**config.mk**
```make
export PLATFORM = sky130hd
export DESIGN_NAME = enc_trig_top
export DESIGN_NICKNAME = d
export VERILOG_FILES = /design/src/inc/enc_trig_pkg.sv /design/src/hw/enc_channel.sv /design/src/hw/enc_trig_top.sv
export VERILOG_INCLUDE_DIRS = /design/src /design/src/inc
export SDC_FILE = /design/constraint.sdc
export NUM_CORES = 2
export LEC_CHECK = 0
export BUFFER_PORTS_ARGS = -buffer_cell sky130_fd_sc_hd__buf_4
export CORE_MARGIN = 4
export CORE_UTILIZATION = 41
export DETAILED_ROUTE_END_ITERATION = 10
export PLACE_DENSITY = 0.61
export REMOVE_ABC_BUFFERS = 1
export SLEW_MARGIN = 10
export SYNTH_ARGS = -nofsm -noshare
export SYNTH_HDL_FRONTEND = slang
export SYNTH_HIERARCHICAL = 1
export SYNTH_SLANG_ARGS = --single-unit
```
**constraint.sdc**
```tcl
create_clock -name clk_in -period 6.5 [get_ports clk_in]
set_clock_uncertainty 0.05 [all_clocks]
set_input_delay 0.325 -clock clk_in [delete_from_list [all_inputs] [get_ports clk_in]]
set_output_delay 0.325 -clock clk_in [all_outputs]
set_load 0.01 [all_outputs]
```
**src/inc/enc_trig_consts.svh**
```systemverilog
// Offsets, field positions, reset values and counts for the encoder trigger block.
// Assumes a 32-bit register port with one-cycle read latency.
`ifndef ENC_TRIG_CONSTS_SVH
`define ENC_TRIG_CONSTS_SVH

`define ET_NUM_CH        3
`define ET_CNT_W         32

`define ET_OFF_CTRL      8'h00
`define ET_OFF_STATUS    8'h04
`define ET_OFF_IRQ_EN    8'h08
`define ET_OFF_IRQ_CLR   8'h0C
`define ET_OFF_PERIOD    8'h10
`define ET_OFF_RD_REQ    8'h14
`define ET_OFF_RD_DATA   8'h18
`define ET_OFF_CH_CFG0   8'h20
`define ET_OFF_CMP0      8'h30
`define ET_OFF_LATCH0    8'h40
`define ET_OFF_COUNT0    8'h50

// Control fields
`define ET_CTRL_RUN      0
`define ET_CTRL_SRC_LSB  1
`define ET_CTRL_SRC_MSB  2

// Channel config fields
`define ET_CFG_CMP_EN    0
`define ET_CFG_MOD_EN    1
`define ET_CFG_IDX_FALL  2
`define ET_CFG_IDX_ACQ   3
`define ET_CFG_IDX_SYN   4
`define ET_CFG_IDX_CLR   5

// Status bits
`define ET_ST_ACQ        0
`define ET_ST_CMP        1
`define ET_ST_IDX        2
`define ET_ST_W          3

`define ET_CTRL_RST      32'h0000_0000
`define ET_CFG_RST       8'h00
`define ET_PERIOD_RST    32'h0000_0000

`endif

```
**src/inc/enc_trig_pkg.sv**
```systemverilog
// Types for the encoder trigger block.
// Assumes enc_trig_consts.svh is on the include path.
package enc_trig_pkg;
	typedef enum logic [1:0] {
		SRC_EXT,
		SRC_SYNC,
		SRC_TIMER,
		SRC_NONE
	} trig_src_t;
	typedef enum logic [1:0] {
		QD_IDLE,
		QD_UP,
		QD_DOWN
	} step_t;
endpackage : enc_trig_pkg

```
**src/hw/enc_channel.sv**
```systemverilog
// One encoder channel: quadrature decode, 32-bit count, compare and index.
// Assumes A, B and index are synchronous to clk_in.
`include "enc_trig_consts.svh"

module enc_channel (
	// Clock and reset
	input  wire logic                  clk_in,
	input  wire logic                  resetn_in,
	input  wire logic                  ce_in,
	// Encoder tracks
	input  wire logic                  a_in,
	input  wire logic                  b_in,
	input  wire logic                  idx_in,
	// Configuration
	input  wire logic [7:0]            cfg_in,
	input  wire logic [`ET_CNT_W-1:0]  cmp_in,
	// Results
	output logic      [`ET_CNT_W-1:0]  count_out,
	output logic                       cmp_hit_out,
	output logic                       idx_evt_out
);
	logic [1:0]            ab_q;
	logic                  idx_q;
	logic [`ET_CNT_W-1:0]  count_q;
	logic [`ET_CNT_W-1:0]  count_d;
	logic [`ET_CNT_W-1:0]  mod_q;
	logic [`ET_CNT_W-1:0]  mod_d;
	logic                  match_q;
	logic                  match_d;
	logic                  idx_evt;
	enc_trig_pkg::step_t   step;

	always_comb begin
		step = enc_trig_pkg::QD_IDLE;
		case ({ab_q, a_in, b_in})
			4'b0001, 4'b0111, 4'b1110, 4'b1000: step = enc_trig_pkg::QD_UP;
			4'b0010, 4'b1011, 4'b1101, 4'b0100: step = enc_trig_pkg::QD_DOWN;
			default: step = enc_trig_pkg::QD_IDLE;
		endcase
	end

	// Selected index edge
	assign idx_evt = cfg_in[`ET_CFG_IDX_FALL] ? (idx_q & ~idx_in) : (~idx_q & idx_in);

	always_comb begin
		count_d = count_q;
		mod_d   = mod_q;
		case (step)
			enc_trig_pkg::QD_UP: begin
				count_d = count_q + 32'h0000_0001;
				mod_d   = (mod_q + 32'h0000_0001 >= cmp_in) ? 32'h0000_0000 : mod_q + 32'h0000_0001;
			end
			enc_trig_pkg::QD_DOWN: begin
				count_d = count_q - 32'h0000_0001;
				mod_d   = (mod_q == 32'h0000_0000) ? cmp_in - 32'h0000_0001 : mod_q - 32'h0000_0001;
			end
			default: begin
			end
		endcase
		if (idx_evt && cfg_in[`ET_CFG_IDX_CLR]) begin
			count_d = 32'h0000_0000;
			mod_d   = 32'h0000_0000;
		end
	end

	// Match on present count, so the latch sees the matching value
	always_comb begin
		if (!cfg_in[`ET_CFG_CMP_EN]) begin
			match_d = 1'b0;
		end else if (cfg_in[`ET_CFG_MOD_EN]) begin
			match_d = (cmp_in != 32'h0000_0000) && (mod_q == 32'h0000_0000);
		end else begin
			match_d = (count_q == cmp_in);
		end
	end

	always_ff @(posedge clk_in or negedge resetn_in) begin
		if (!resetn_in) begin
			ab_q    <= 2'b00;
			idx_q   <= 1'b0;
			count_q <= 32'h0000_0000;
			mod_q   <= 32'h0000_0000;
			match_q <= 1'b0;
		end else if (ce_in) begin
			ab_q    <= {a_in, b_in};
			idx_q   <= idx_in;
			count_q <= count_d;
			mod_q   <= mod_d;
			match_q <= match_d;
		end
	end

	assign count_out   = count_q;
	assign cmp_hit_out = ce_in & match_d & ~match_q;
	assign idx_evt_out = ce_in & idx_evt;

	a_hit_single_pulse: assert property (@(posedge clk_in) disable iff (!resetn_in)
		cmp_hit_out |=> !cmp_hit_out)
		else $error("compare hit lasted more than one cycle");
	a_idx_clears_count: assert property (@(posedge clk_in) disable iff (!resetn_in)
		(ce_in && idx_evt && cfg_in[`ET_CFG_IDX_CLR]) |=> (count_q == 32'h0000_0000))
		else $error("index event did not clear count");
endmodule : enc_channel

```
**src/hw/enc_trig_top.sv**
```systemverilog
// Encoder trigger and acquisition top: three channels, triggers, capture, registers.
// Assumes a one-master register port and synchronous encoder and trigger pins.
//
// Added by the designer: the placing of the registers and the plain strobed port.
`include "enc_trig_consts.svh"

// Contract
// Three channels, each A, B, index
// Each channel holds 32-bit count
// On-demand read returns one channel only
// Software initialises inputs, then arms acquisition
// Trigger source external input or synchro line
// Synchro timer samples all channels periodically
// Captured set forwarded as soon as ready
// Compare equality raises synchro, latches count
// Modulo mode triggers at every multiple
// Compare trigger driven onto synchro line
// Selected index edge acquires or synchro-triggers
// Index clearing zeroes count on index
// One trigger pulse per match event
module enc_trig_top (
	// Clock and reset
	input  wire logic                          clk_in,
	input  wire logic                          resetn_in,
	input  wire logic                          ce_in,
	// Encoder tracks, one bit per channel
	input  wire logic [`ET_NUM_CH-1:0]         enc_a_in,
	input  wire logic [`ET_NUM_CH-1:0]         enc_b_in,
	input  wire logic [`ET_NUM_CH-1:0]         enc_idx_in,
	// Trigger pins
	input  wire logic                          ext_trig_in,
	input  wire logic                          sync_in,
	output logic                               sync_out,
	output logic                               sync_oe_out,
	// Captured set stream
	output logic                               set_valid_out,
	output logic [`ET_NUM_CH*`ET_CNT_W-1:0]    set_data_out,
	// Register port
	input  wire logic [7:0]                    addr_in,
	input  wire logic [31:0]                   wdata_in,
	input  wire logic                          wr_in,
	input  wire logic                          rd_in,
	output logic [31:0]                        rdata_out,
	// Interrupt
	output logic                               irq_out
);
	logic [31:0]                 ctrl_q;
	logic [31:0]                 period_q;
	logic [7:0]                  cfg_q   [`ET_NUM_CH];
	logic [`ET_CNT_W-1:0]        cmp_q   [`ET_NUM_CH];
	logic [`ET_CNT_W-1:0]        latch_q [`ET_NUM_CH];
	logic [`ET_CNT_W-1:0]        count   [`ET_NUM_CH];
	logic [`ET_CNT_W-1:0]        rd_sel_q;
	logic [`ET_NUM_CH-1:0]       cmp_hit;
	logic [`ET_NUM_CH-1:0]       idx_evt;
	logic [`ET_ST_W-1:0]         status_q;
	logic [`ET_ST_W-1:0]         irq_en_q;
	logic [31:0]                 timer_q;
	logic [31:0]                 rdata_q;
	logic                        ext_q;
	logic                        sync_q;
	logic                        sync_drive_q;
	logic                        timer_tick;
	logic                        src_trig;
	logic                        idx_acq;
	logic                        idx_sync;
	logic                        cmp_any;
	logic                        capture;
	logic                        run;
	logic                        set_valid_q;
	logic [`ET_NUM_CH*`ET_CNT_W-1:0] set_data_q;
	enc_trig_pkg::trig_src_t     src;

	function automatic logic hit(input logic [7:0] a, input logic [7:0] off);
		hit = (a == off);
	endfunction : hit

	function automatic logic [1:0] ch_of(input logic [7:0] a, input logic [7:0] base);
		logic [7:0] d;
		d = a - base;
		ch_of = d[3:2];
	endfunction : ch_of

	function automatic logic in_bank(input logic [7:0] a, input logic [7:0] base);
		logic [7:0] d;
		d = a - base;
		in_bank = (a >= base) && (d[7:4] == 4'h0) && (d[3:2] < 2'(`ET_NUM_CH)) && (d[1:0] == 2'b00);
	endfunction : in_bank

	assign run = ctrl_q[`ET_CTRL_RUN];
	assign src = enc_trig_pkg::trig_src_t'(ctrl_q[`ET_CTRL_SRC_MSB:`ET_CTRL_SRC_LSB]);

	// Channels
	genvar gi;
	generate
		for (gi = 0; gi < `ET_NUM_CH; gi++) begin : g_ch
			enc_channel u_ch (
				.clk_in      (clk_in),
				.resetn_in   (resetn_in),
				.ce_in       (ce_in),
				.a_in        (enc_a_in[gi]),
				.b_in        (enc_b_in[gi]),
				.idx_in      (enc_idx_in[gi]),
				.cfg_in      (cfg_q[gi]),
				.cmp_in      (cmp_q[gi]),
				.count_out   (count[gi]),
				.cmp_hit_out (cmp_hit[gi]),
				.idx_evt_out (idx_evt[gi])
			);
		end
	endgenerate

	// Index actions
	always_comb begin
		idx_acq  = 1'b0;
		idx_sync = 1'b0;
		for (int i = 0; i < `ET_NUM_CH; i++) begin
			idx_acq  = idx_acq  | (idx_evt[i] & cfg_q[i][`ET_CFG_IDX_ACQ]);
			idx_sync = idx_sync | (idx_evt[i] & cfg_q[i][`ET_CFG_IDX_SYN]);
		end
	end

	assign cmp_any = |cmp_hit;

	// Trigger pins edge detect
	always_ff @(posedge clk_in or negedge resetn_in) begin
		if (!resetn_in) begin
			ext_q  <= 1'b0;
			sync_q <= 1'b0;
		end else if (ce_in) begin
			ext_q  <= ext_trig_in;
			sync_q <= sync_in;
		end
	end

	// Synchro timer
	assign timer_tick = ce_in && run && (src == enc_trig_pkg::SRC_TIMER)
		&& (period_q != 32'h0000_0000) && (timer_q >= period_q - 32'h0000_0001);

	always_ff @(posedge clk_in or negedge resetn_in) begin
		if (!resetn_in) begin
			timer_q <= 32'h0000_0000;
		end else if (ce_in) begin
			if (!run || src != enc_trig_pkg::SRC_TIMER || timer_tick) begin
				timer_q <= 32'h0000_0000;
			end else begin
				timer_q <= timer_q + 32'h0000_0001;
			end
		end
	end

	// Source selection
	always_comb begin
		case (src)
			enc_trig_pkg::SRC_EXT:   src_trig = ext_trig_in & ~ext_q;
			enc_trig_pkg::SRC_SYNC:  src_trig = sync_in & ~sync_q;
			enc_trig_pkg::SRC_TIMER: src_trig = timer_tick;
			default:                 src_trig = 1'b0;
		endcase
	end

	// Acquisition happens only once armed by software
	assign capture = ce_in & run & (src_trig | idx_acq);

	// Synchro line drive: one-cycle pulse
	always_ff @(posedge clk_in or negedge resetn_in) begin
		if (!resetn_in) begin
			sync_drive_q <= 1'b0;
		end else if (ce_in) begin
			sync_drive_q <= cmp_any | idx_sync;
		end
	end
	assign sync_out    = sync_drive_q;
	assign sync_oe_out = sync_drive_q;

	// Compare latch per channel, and captured set stream
	always_ff @(posedge clk_in or negedge resetn_in) begin
		if (!resetn_in) begin
			for (int i = 0; i < `ET_NUM_CH; i++) begin
				latch_q[i] <= 32'h0000_0000;
			end
			set_valid_q <= 1'b0;
			set_data_q  <= '0;
		end else if (ce_in) begin
			for (int i = 0; i < `ET_NUM_CH; i++) begin
				if (cmp_hit[i]) begin
					latch_q[i] <= count[i];
				end
			end
			set_valid_q <= capture;
			if (capture) begin
				for (int i = 0; i < `ET_NUM_CH; i++) begin
					set_data_q[i*`ET_CNT_W +: `ET_CNT_W] <= count[i];
				end
			end
		end
	end
	assign set_valid_out = set_valid_q;
	assign set_data_out  = set_data_q;

	// Register writes
	always_ff @(posedge clk_in or negedge resetn_in) begin
		if (!resetn_in) begin
			ctrl_q   <= `ET_CTRL_RST;
			period_q <= `ET_PERIOD_RST;
			irq_en_q <= '0;
			for (int i = 0; i < `ET_NUM_CH; i++) begin
				cfg_q[i] <= `ET_CFG_RST;
				cmp_q[i] <= 32'h0000_0000;
			end
		end else if (ce_in && wr_in) begin
			if (hit(addr_in, `ET_OFF_CTRL)) begin
				ctrl_q <= wdata_in;
			end
			if (hit(addr_in, `ET_OFF_PERIOD)) begin
				period_q <= wdata_in;
			end
			if (hit(addr_in, `ET_OFF_IRQ_EN)) begin
				irq_en_q <= wdata_in[`ET_ST_W-1:0];
			end
			if (in_bank(addr_in, `ET_OFF_CH_CFG0)) begin
				cfg_q[ch_of(addr_in, `ET_OFF_CH_CFG0)] <= wdata_in[7:0];
			end
			if (in_bank(addr_in, `ET_OFF_CMP0)) begin
				cmp_q[ch_of(addr_in, `ET_OFF_CMP0)] <= wdata_in;
			end
		end
	end

	// On-demand single channel snapshot
	always_ff @(posedge clk_in or negedge resetn_in) begin
		if (!resetn_in) begin
			rd_sel_q <= 32'h0000_0000;
		end else if (ce_in && wr_in && hit(addr_in, `ET_OFF_RD_REQ)
			&& wdata_in[1:0] < 2'(`ET_NUM_CH)) begin
			rd_sel_q <= count[wdata_in[1:0]];
		end
	end

	// Sticky status, set wins over clear
	always_ff @(posedge clk_in or negedge resetn_in) begin
		if (!resetn_in) begin
			status_q <= '0;
		end else if (ce_in) begin
			for (int i = 0; i < `ET_ST_W; i++) begin
				if (wr_in && hit(addr_in, `ET_OFF_IRQ_CLR) && wdata_in[i]) begin
					status_q[i] <= 1'b0;
				end
			end
			if (capture) begin
				status_q[`ET_ST_ACQ] <= 1'b1;
			end
			if (cmp_any) begin
				status_q[`ET_ST_CMP] <= 1'b1;
			end
			if (|idx_evt) begin
				status_q[`ET_ST_IDX] <= 1'b1;
			end
		end
	end
	assign irq_out = |(status_q & irq_en_q);

	// Register reads
	always_ff @(posedge clk_in or negedge resetn_in) begin
		if (!resetn_in) begin
			rdata_q <= 32'h0000_0000;
		end else if (ce_in) begin
			rdata_q <= 32'h0000_0000;
			if (rd_in) begin
				if (hit(addr_in, `ET_OFF_CTRL)) begin
					rdata_q <= ctrl_q;
				end else if (hit(addr_in, `ET_OFF_STATUS)) begin
					rdata_q <= {{(32-`ET_ST_W){1'b0}}, status_q};
				end else if (hit(addr_in, `ET_OFF_IRQ_EN)) begin
					rdata_q <= {{(32-`ET_ST_W){1'b0}}, irq_en_q};
				end else if (hit(addr_in, `ET_OFF_PERIOD)) begin
					rdata_q <= period_q;
				end else if (hit(addr_in, `ET_OFF_RD_DATA)) begin
					rdata_q <= rd_sel_q;
				end else if (in_bank(addr_in, `ET_OFF_CH_CFG0)) begin
					rdata_q <= {24'h00_0000, cfg_q[ch_of(addr_in, `ET_OFF_CH_CFG0)]};
				end else if (in_bank(addr_in, `ET_OFF_CMP0)) begin
					rdata_q <= cmp_q[ch_of(addr_in, `ET_OFF_CMP0)];
				end else if (in_bank(addr_in, `ET_OFF_LATCH0)) begin
					rdata_q <= latch_q[ch_of(addr_in, `ET_OFF_LATCH0)];
				end else if (in_bank(addr_in, `ET_OFF_COUNT0)) begin
					rdata_q <= count[ch_of(addr_in, `ET_OFF_COUNT0)];
				end
			end
		end
	end
	assign rdata_out = rdata_q;

	// Checks
	a_cmp_drives_sync: assert property (@(posedge clk_in) disable iff (!resetn_in)
		(ce_in && cmp_any) |=> (sync_out && sync_oe_out))
		else $error("compare hit not driven onto synchro line");
	a_cmp_latches: assert property (@(posedge clk_in) disable iff (!resetn_in)
		(ce_in && cmp_hit[0]) |=> (latch_q[0] == $past(count[0])))
		else $error("compare hit did not latch count");
	a_capture_forward: assert property (@(posedge clk_in) disable iff (!resetn_in)
		capture |=> (set_valid_out && set_data_out[`ET_CNT_W-1:0] == $past(count[0])))
		else $error("captured set not forwarded next cycle");
	a_timer_period: assert property (@(posedge clk_in) disable iff (!resetn_in)
		(timer_tick && ce_in) |=> (timer_q == 32'h0000_0000))
		else $error("synchro timer did not restart");
	a_ext_source: assert property (@(posedge clk_in) disable iff (!resetn_in)
		(ce_in && run && src == enc_trig_pkg::SRC_EXT && ext_trig_in && !ext_q)
		|=> set_valid_out)
		else $error("external trigger edge did not capture");
	a_no_arm_no_set: assert property (@(posedge clk_in) disable iff (!resetn_in)
		(ce_in && !run) |=> !set_valid_out)
		else $error("capture while not armed");
	a_rd_one_chan: assert property (@(posedge clk_in) disable iff (!resetn_in)
		(ce_in && wr_in && hit(addr_in, `ET_OFF_RD_REQ) && wdata_in[1:0] == 2'b01)
		|=> (rd_sel_q == $past(count[1])))
		else $error("on-demand read took wrong channel");
	a_idx_sync: assert property (@(posedge clk_in) disable iff (!resetn_in)
		(ce_in && idx_sync) |=> sync_out)
		else $error("index synchro not driven");

	// Trigger sources, snapshot read and sticky status
	a_sync_source: assert property (@(posedge clk_in) disable iff (!resetn_in)
		(ce_in && run && src == enc_trig_pkg::SRC_SYNC && sync_in && !sync_q)
		|=> set_valid_out)
		else $error("synchro edge did not capture");
	a_timer_capture: assert property (@(posedge clk_in) disable iff (!resetn_in)
		timer_tick |=> set_valid_out)
		else $error("synchro timer expiry did not capture");
	a_idx_acquires: assert property (@(posedge clk_in) disable iff (!resetn_in)
		(ce_in && run && idx_acq) |=> set_valid_out)
		else $error("index edge did not start acquisition");
	a_rd_data_path: assert property (@(posedge clk_in) disable iff (!resetn_in)
		(ce_in && rd_in && hit(addr_in, `ET_OFF_RD_DATA))
		|=> (rdata_out == $past(rd_sel_q)))
		else $error("snapshot read returned wrong value");
	a_acq_status: assert property (@(posedge clk_in) disable iff (!resetn_in)
		capture |=> status_q[`ET_ST_ACQ])
		else $error("capture did not set status");
	a_cmp_status: assert property (@(posedge clk_in) disable iff (!resetn_in)
		(ce_in && cmp_any) |=> status_q[`ET_ST_CMP])
		else $error("compare hit did not set status");
	a_idx_status: assert property (@(posedge clk_in) disable iff (!resetn_in)
		(|idx_evt) |=> status_q[`ET_ST_IDX])
		else $error("index event did not set status");
endmodule : enc_trig_top

```
==> summary.md <==
| Metric | Value |
|---|---|
| H-tree levels | `3` |
| Synth area leaders | `dfrtp_1 37%, mux2_2 9.1%, ha_1 6.3%` |
| Layout Nets | `5374` |
| Clk pin slew, worst setup/hold paths | `0.06 ns` |
| Post-Synthesis Mean Instance Area | `9.36 um^2` |
| Sequential share of the synthesized area | `37.0%` |
| CP Cell Sequence | `inv_1 -> ha_1 -> nor4b_1 -> nand2_1 -> or4b_1 -> nor3_1 -> xnor2_1 -> ha_1 -> nand4_1 -> nor2_1 -> o211a_1 -> o31ai_1 -> a2111oi_0 -> o311ai_4 -> buf_4 -> mux2_1` |
| Die area | `118000 um^2` |
| Multi-input gate area | `27500 um^2` |
| Synth warn | `6` |
| Share of flip-flops with an asynchronous set or reset | `100%` |
| Worst-Margin Slew | `1.23 ns` |
| Most instantiated cells after synthesis | `686 x dfrtp_1, 414 x nand2_1, 376 x mux2_2, 369 x nor2_1, 322 x a21oi_1` |
| Fin crit share | `81.3%` |
| Pleak | `24.4 nW` |
| CTS max path bufs | `3` |
| Core Util, Final | `47.0%` |
| Post-CTS Resized | `0` |
| CTS tree | `built` |
| GP Congestion | `1.00` |
| Final WS setup | `1.22 ns` |
| I/O pin total | `188` |
| CP peak stage delay | `0.77 ns` |
| Crit-path most repeated cell | `ha_1` |
| Max-cap violation count | `0` |
| Cell taking the most area after synthesis | `dfrtp_1` |
| R2R setup slack | `1.22 ns` |
| Sw Ratio | `43.8%` |
| FP Rows | `123` |
| Drt pass-1 iters | `8` |
| Req. time, crit path | `6.98 ns` |
| First-pass GRT wire length | `261000 um` |
| Pins over their slew limit | `0` |
| Share of the synthesized area in the top cell type | `37.0%` |
| Critical Path End Type | `flop` |
| CTS root buf | `clkbuf_16` |
| Worst skew pair latency | `0.68 ns` |
| Antenna Nets Post-Route | `0` |
| Setup repair bufs after CTS | `0` |
| Yosys reg bits | `686` |
| Min-delay worst type | `in -> reg` |
| Crit path arrival time | `5.76 ns` |
| Grt ovf | `0` |
| Maximum VDD drop | `289 uV` |
| Dpl cells | `6457` |
| Internal Power | `0.0110 W` |
| Top-count cell post-synth | `dfrtp_1` |
| Cell variety after synth | `96` |
| Post-Route WL | `175000 um` |
| Final hold vios | `0` |
| Flop pwr share | `32.8%` |
| Smallest hold slack | `0.0437 ns` |
| Period minus WS final | `5.28 ns` |
| Detailed-route via count | `41300` |
| Status | `finished, final reports clean` |
| Main synth FF type | `dfrtp_1` |
| Fin cells | `6649` |
| Final instance area | `52800 um^2` |
| Area of placed instances | `49500 um^2` |
| Antenna violations before repair | `7` |
| Cells after Synth | `4949` |
| Layout cells sized above 1 | `17.6%` |
| Reg area | `17200 um^2` |
| DR WL/cell | `26.4 um` |
| Via density | `6.21` |
| Vias in the first global route | `39800` |
| DRC viols | `0` |
| Total net switching power | `0.00862 W` |
| Die Width | `344 um` |
| Pwr Density | `373 nW/um^2` |
| IO Port Bufs | `187` |
| Core Area | `112000 um^2` |
| Count of final setup violators | `0` |
| Dpl ws | `1.27 ns` |
| Max FO, Critical Path | `42` |
| RSZ-0062 raised after global routing | `false` |
| Slowest-stage cell, CP | `a2111oi_0` |
| Max-slew headroom | `18.3%` |
| Total track usage | `29.0%` |
| Initial core utilization | `41.2%` |
| DRT iter0 DRCs | `4405` |
| CP Launch Type | `flop` |
| Clock Sink Count | `686` |
| CTS Hold Buffers Added | `39` |
| Fmax | `189 MHz` |
| Post-Syn Area | `46300 um^2` |
| Clk network pwr share | `24.9%` |
| Post-synth EDFFs | `0` |
| Chip height | `344 um` |
| Gate power share | `42.3%` |
| Pin count of the biggest net entering global routing | `168` |
| Layout area overhead | `13.9%` |
| DP HPWL | `126000 um` |
| Kind of critical path | `reg -> reg` |
| CTS buffer count | `84` |
| Layout fillers | `10800` |
## power groups by stage
stage	clock network (W)	logic (W)	registers, W
after floorplan	0	0.00562	0.00578
after global placement	0	0.00802	0.00645
after detailed placement	0	0.00811	0.00646
after CTS	0.00497	0.00818	0.00638
after global routing	0.00515	0.00911	0.00650
final	0.00489	0.00833	0.00645
## registers in the layout (all words and copies together) (netlist names), 3 cells and up
name / count
g_ch.u_ch/idx_q: 3
rd_sel_q: 32
g_ch.u_ch/ab_q: 6
status_q: 3
set_data_out: 96
g_ch.u_ch/count_out: 96
g_ch.u_ch/mod_q: 96
g_ch.u_ch/match_q: 3
timer_q: 32
period_q: 32
rdata_out: 32
irq_en_q: 3
latch_q: 96
cfg_q: 24
cmp_q: 96
ctrl_q: 32
## worst max-delay path: cells and delay by family (launching register included)
family / cells / cell delay (ns)
AO/OA/AOI/OAI: 4 / 1.20
XOR/XNOR: 1 / 0.10
adder cells (fa/ha/maj): 2 / 0.53
buffers and inverters: 2 / 0.42
flip-flops: 1 / 0.41
multiplexers: 1 / 0.40
AND/OR/NAND/NOR: 6 / 1.99
## metal layers
metal	vias up	track usage, %	part of all wire [%]
li1	18500	-	-
met1	20400	39.2	42
met2	1950	44.2	43
met3	444	5.36	8.5
met4	0	15.2	6.0
met5	-	0	0
## final timing paths
kind	from	end	cells past startpoint
max reg2reg	period_q[0]	set_data_out[82]	16
max	period_q[0]	set_data_out[82]	16
max in group asynchronous	resetn_in	g_ch[2].u_ch/mod_q[25]	4
min	wdata_in[4]	cmp_q[36]	2
min reg2reg	rd_sel_q[4]	rd_sel_q[4]	2
min in group asynchronous	resetn_in	g_ch[2].u_ch/idx_q	2
## cell usage in the layout (no fill, tap or decap), types with 86 or more instances in the layout
master	count
inv_1	151
nand2_1	414
ha_1	233
dfrtp_1	686
nor2_1	367
a21oi_1	322
nor4_1	87
nand4_1	96
mux2_2	376
nand3_1	116
mux2i_1	164
o21ai_0	269
xor2_1	197
a21o_1	89
xnor2_1	168
buf_4	303
nor3_1	91
clkbuf_16	86
## area by class of cell
cell class / count / share of cell area [%]
antenna: 1 / 0.00474
clock buffer: 120 / 4.70
clock inverter: 32 / 0.683
inverter: 155 / 1.10
multi-input combinational: 3806 / 52.1
sequential: 686 / 32.5
tap: 1500 / 3.56
timing repair buffer: 349 / 5.29
## kinds of logic (layout without fill, tap and decap cells)
| family | Yosys count | in the layout | share of synthesized area, % |
|---|---|---|---|
| AOI/OAI and AO/OA | 1200 | 1200 | 17.0 |
| and+or+nand+nor | 1447 | 1447 | 15.6 |
| other | 0 | 1 | 0 |
| adders and majority gates | 236 | 236 | 6.42 |
| DFF | 686 | 686 | 37.0 |
| muxes | 558 | 558 | 13.1 |
| buffers and inverters | 457 | 656 | 3.89 |
| xor gates and xnor gates | 365 | 365 | 6.90 |
## metrics by stage
stage / power (W) / TNS [ns]
after floorplan: 0.0114 / -113.89
after global placement: 0.0145 / 0
after detailed placement: 0.0146 / 0
after CTS: 0.0195 / 0
after global routing: 0.0208 / 0
final: 0.0197 / 0
(Power assumes the default switching activity.)
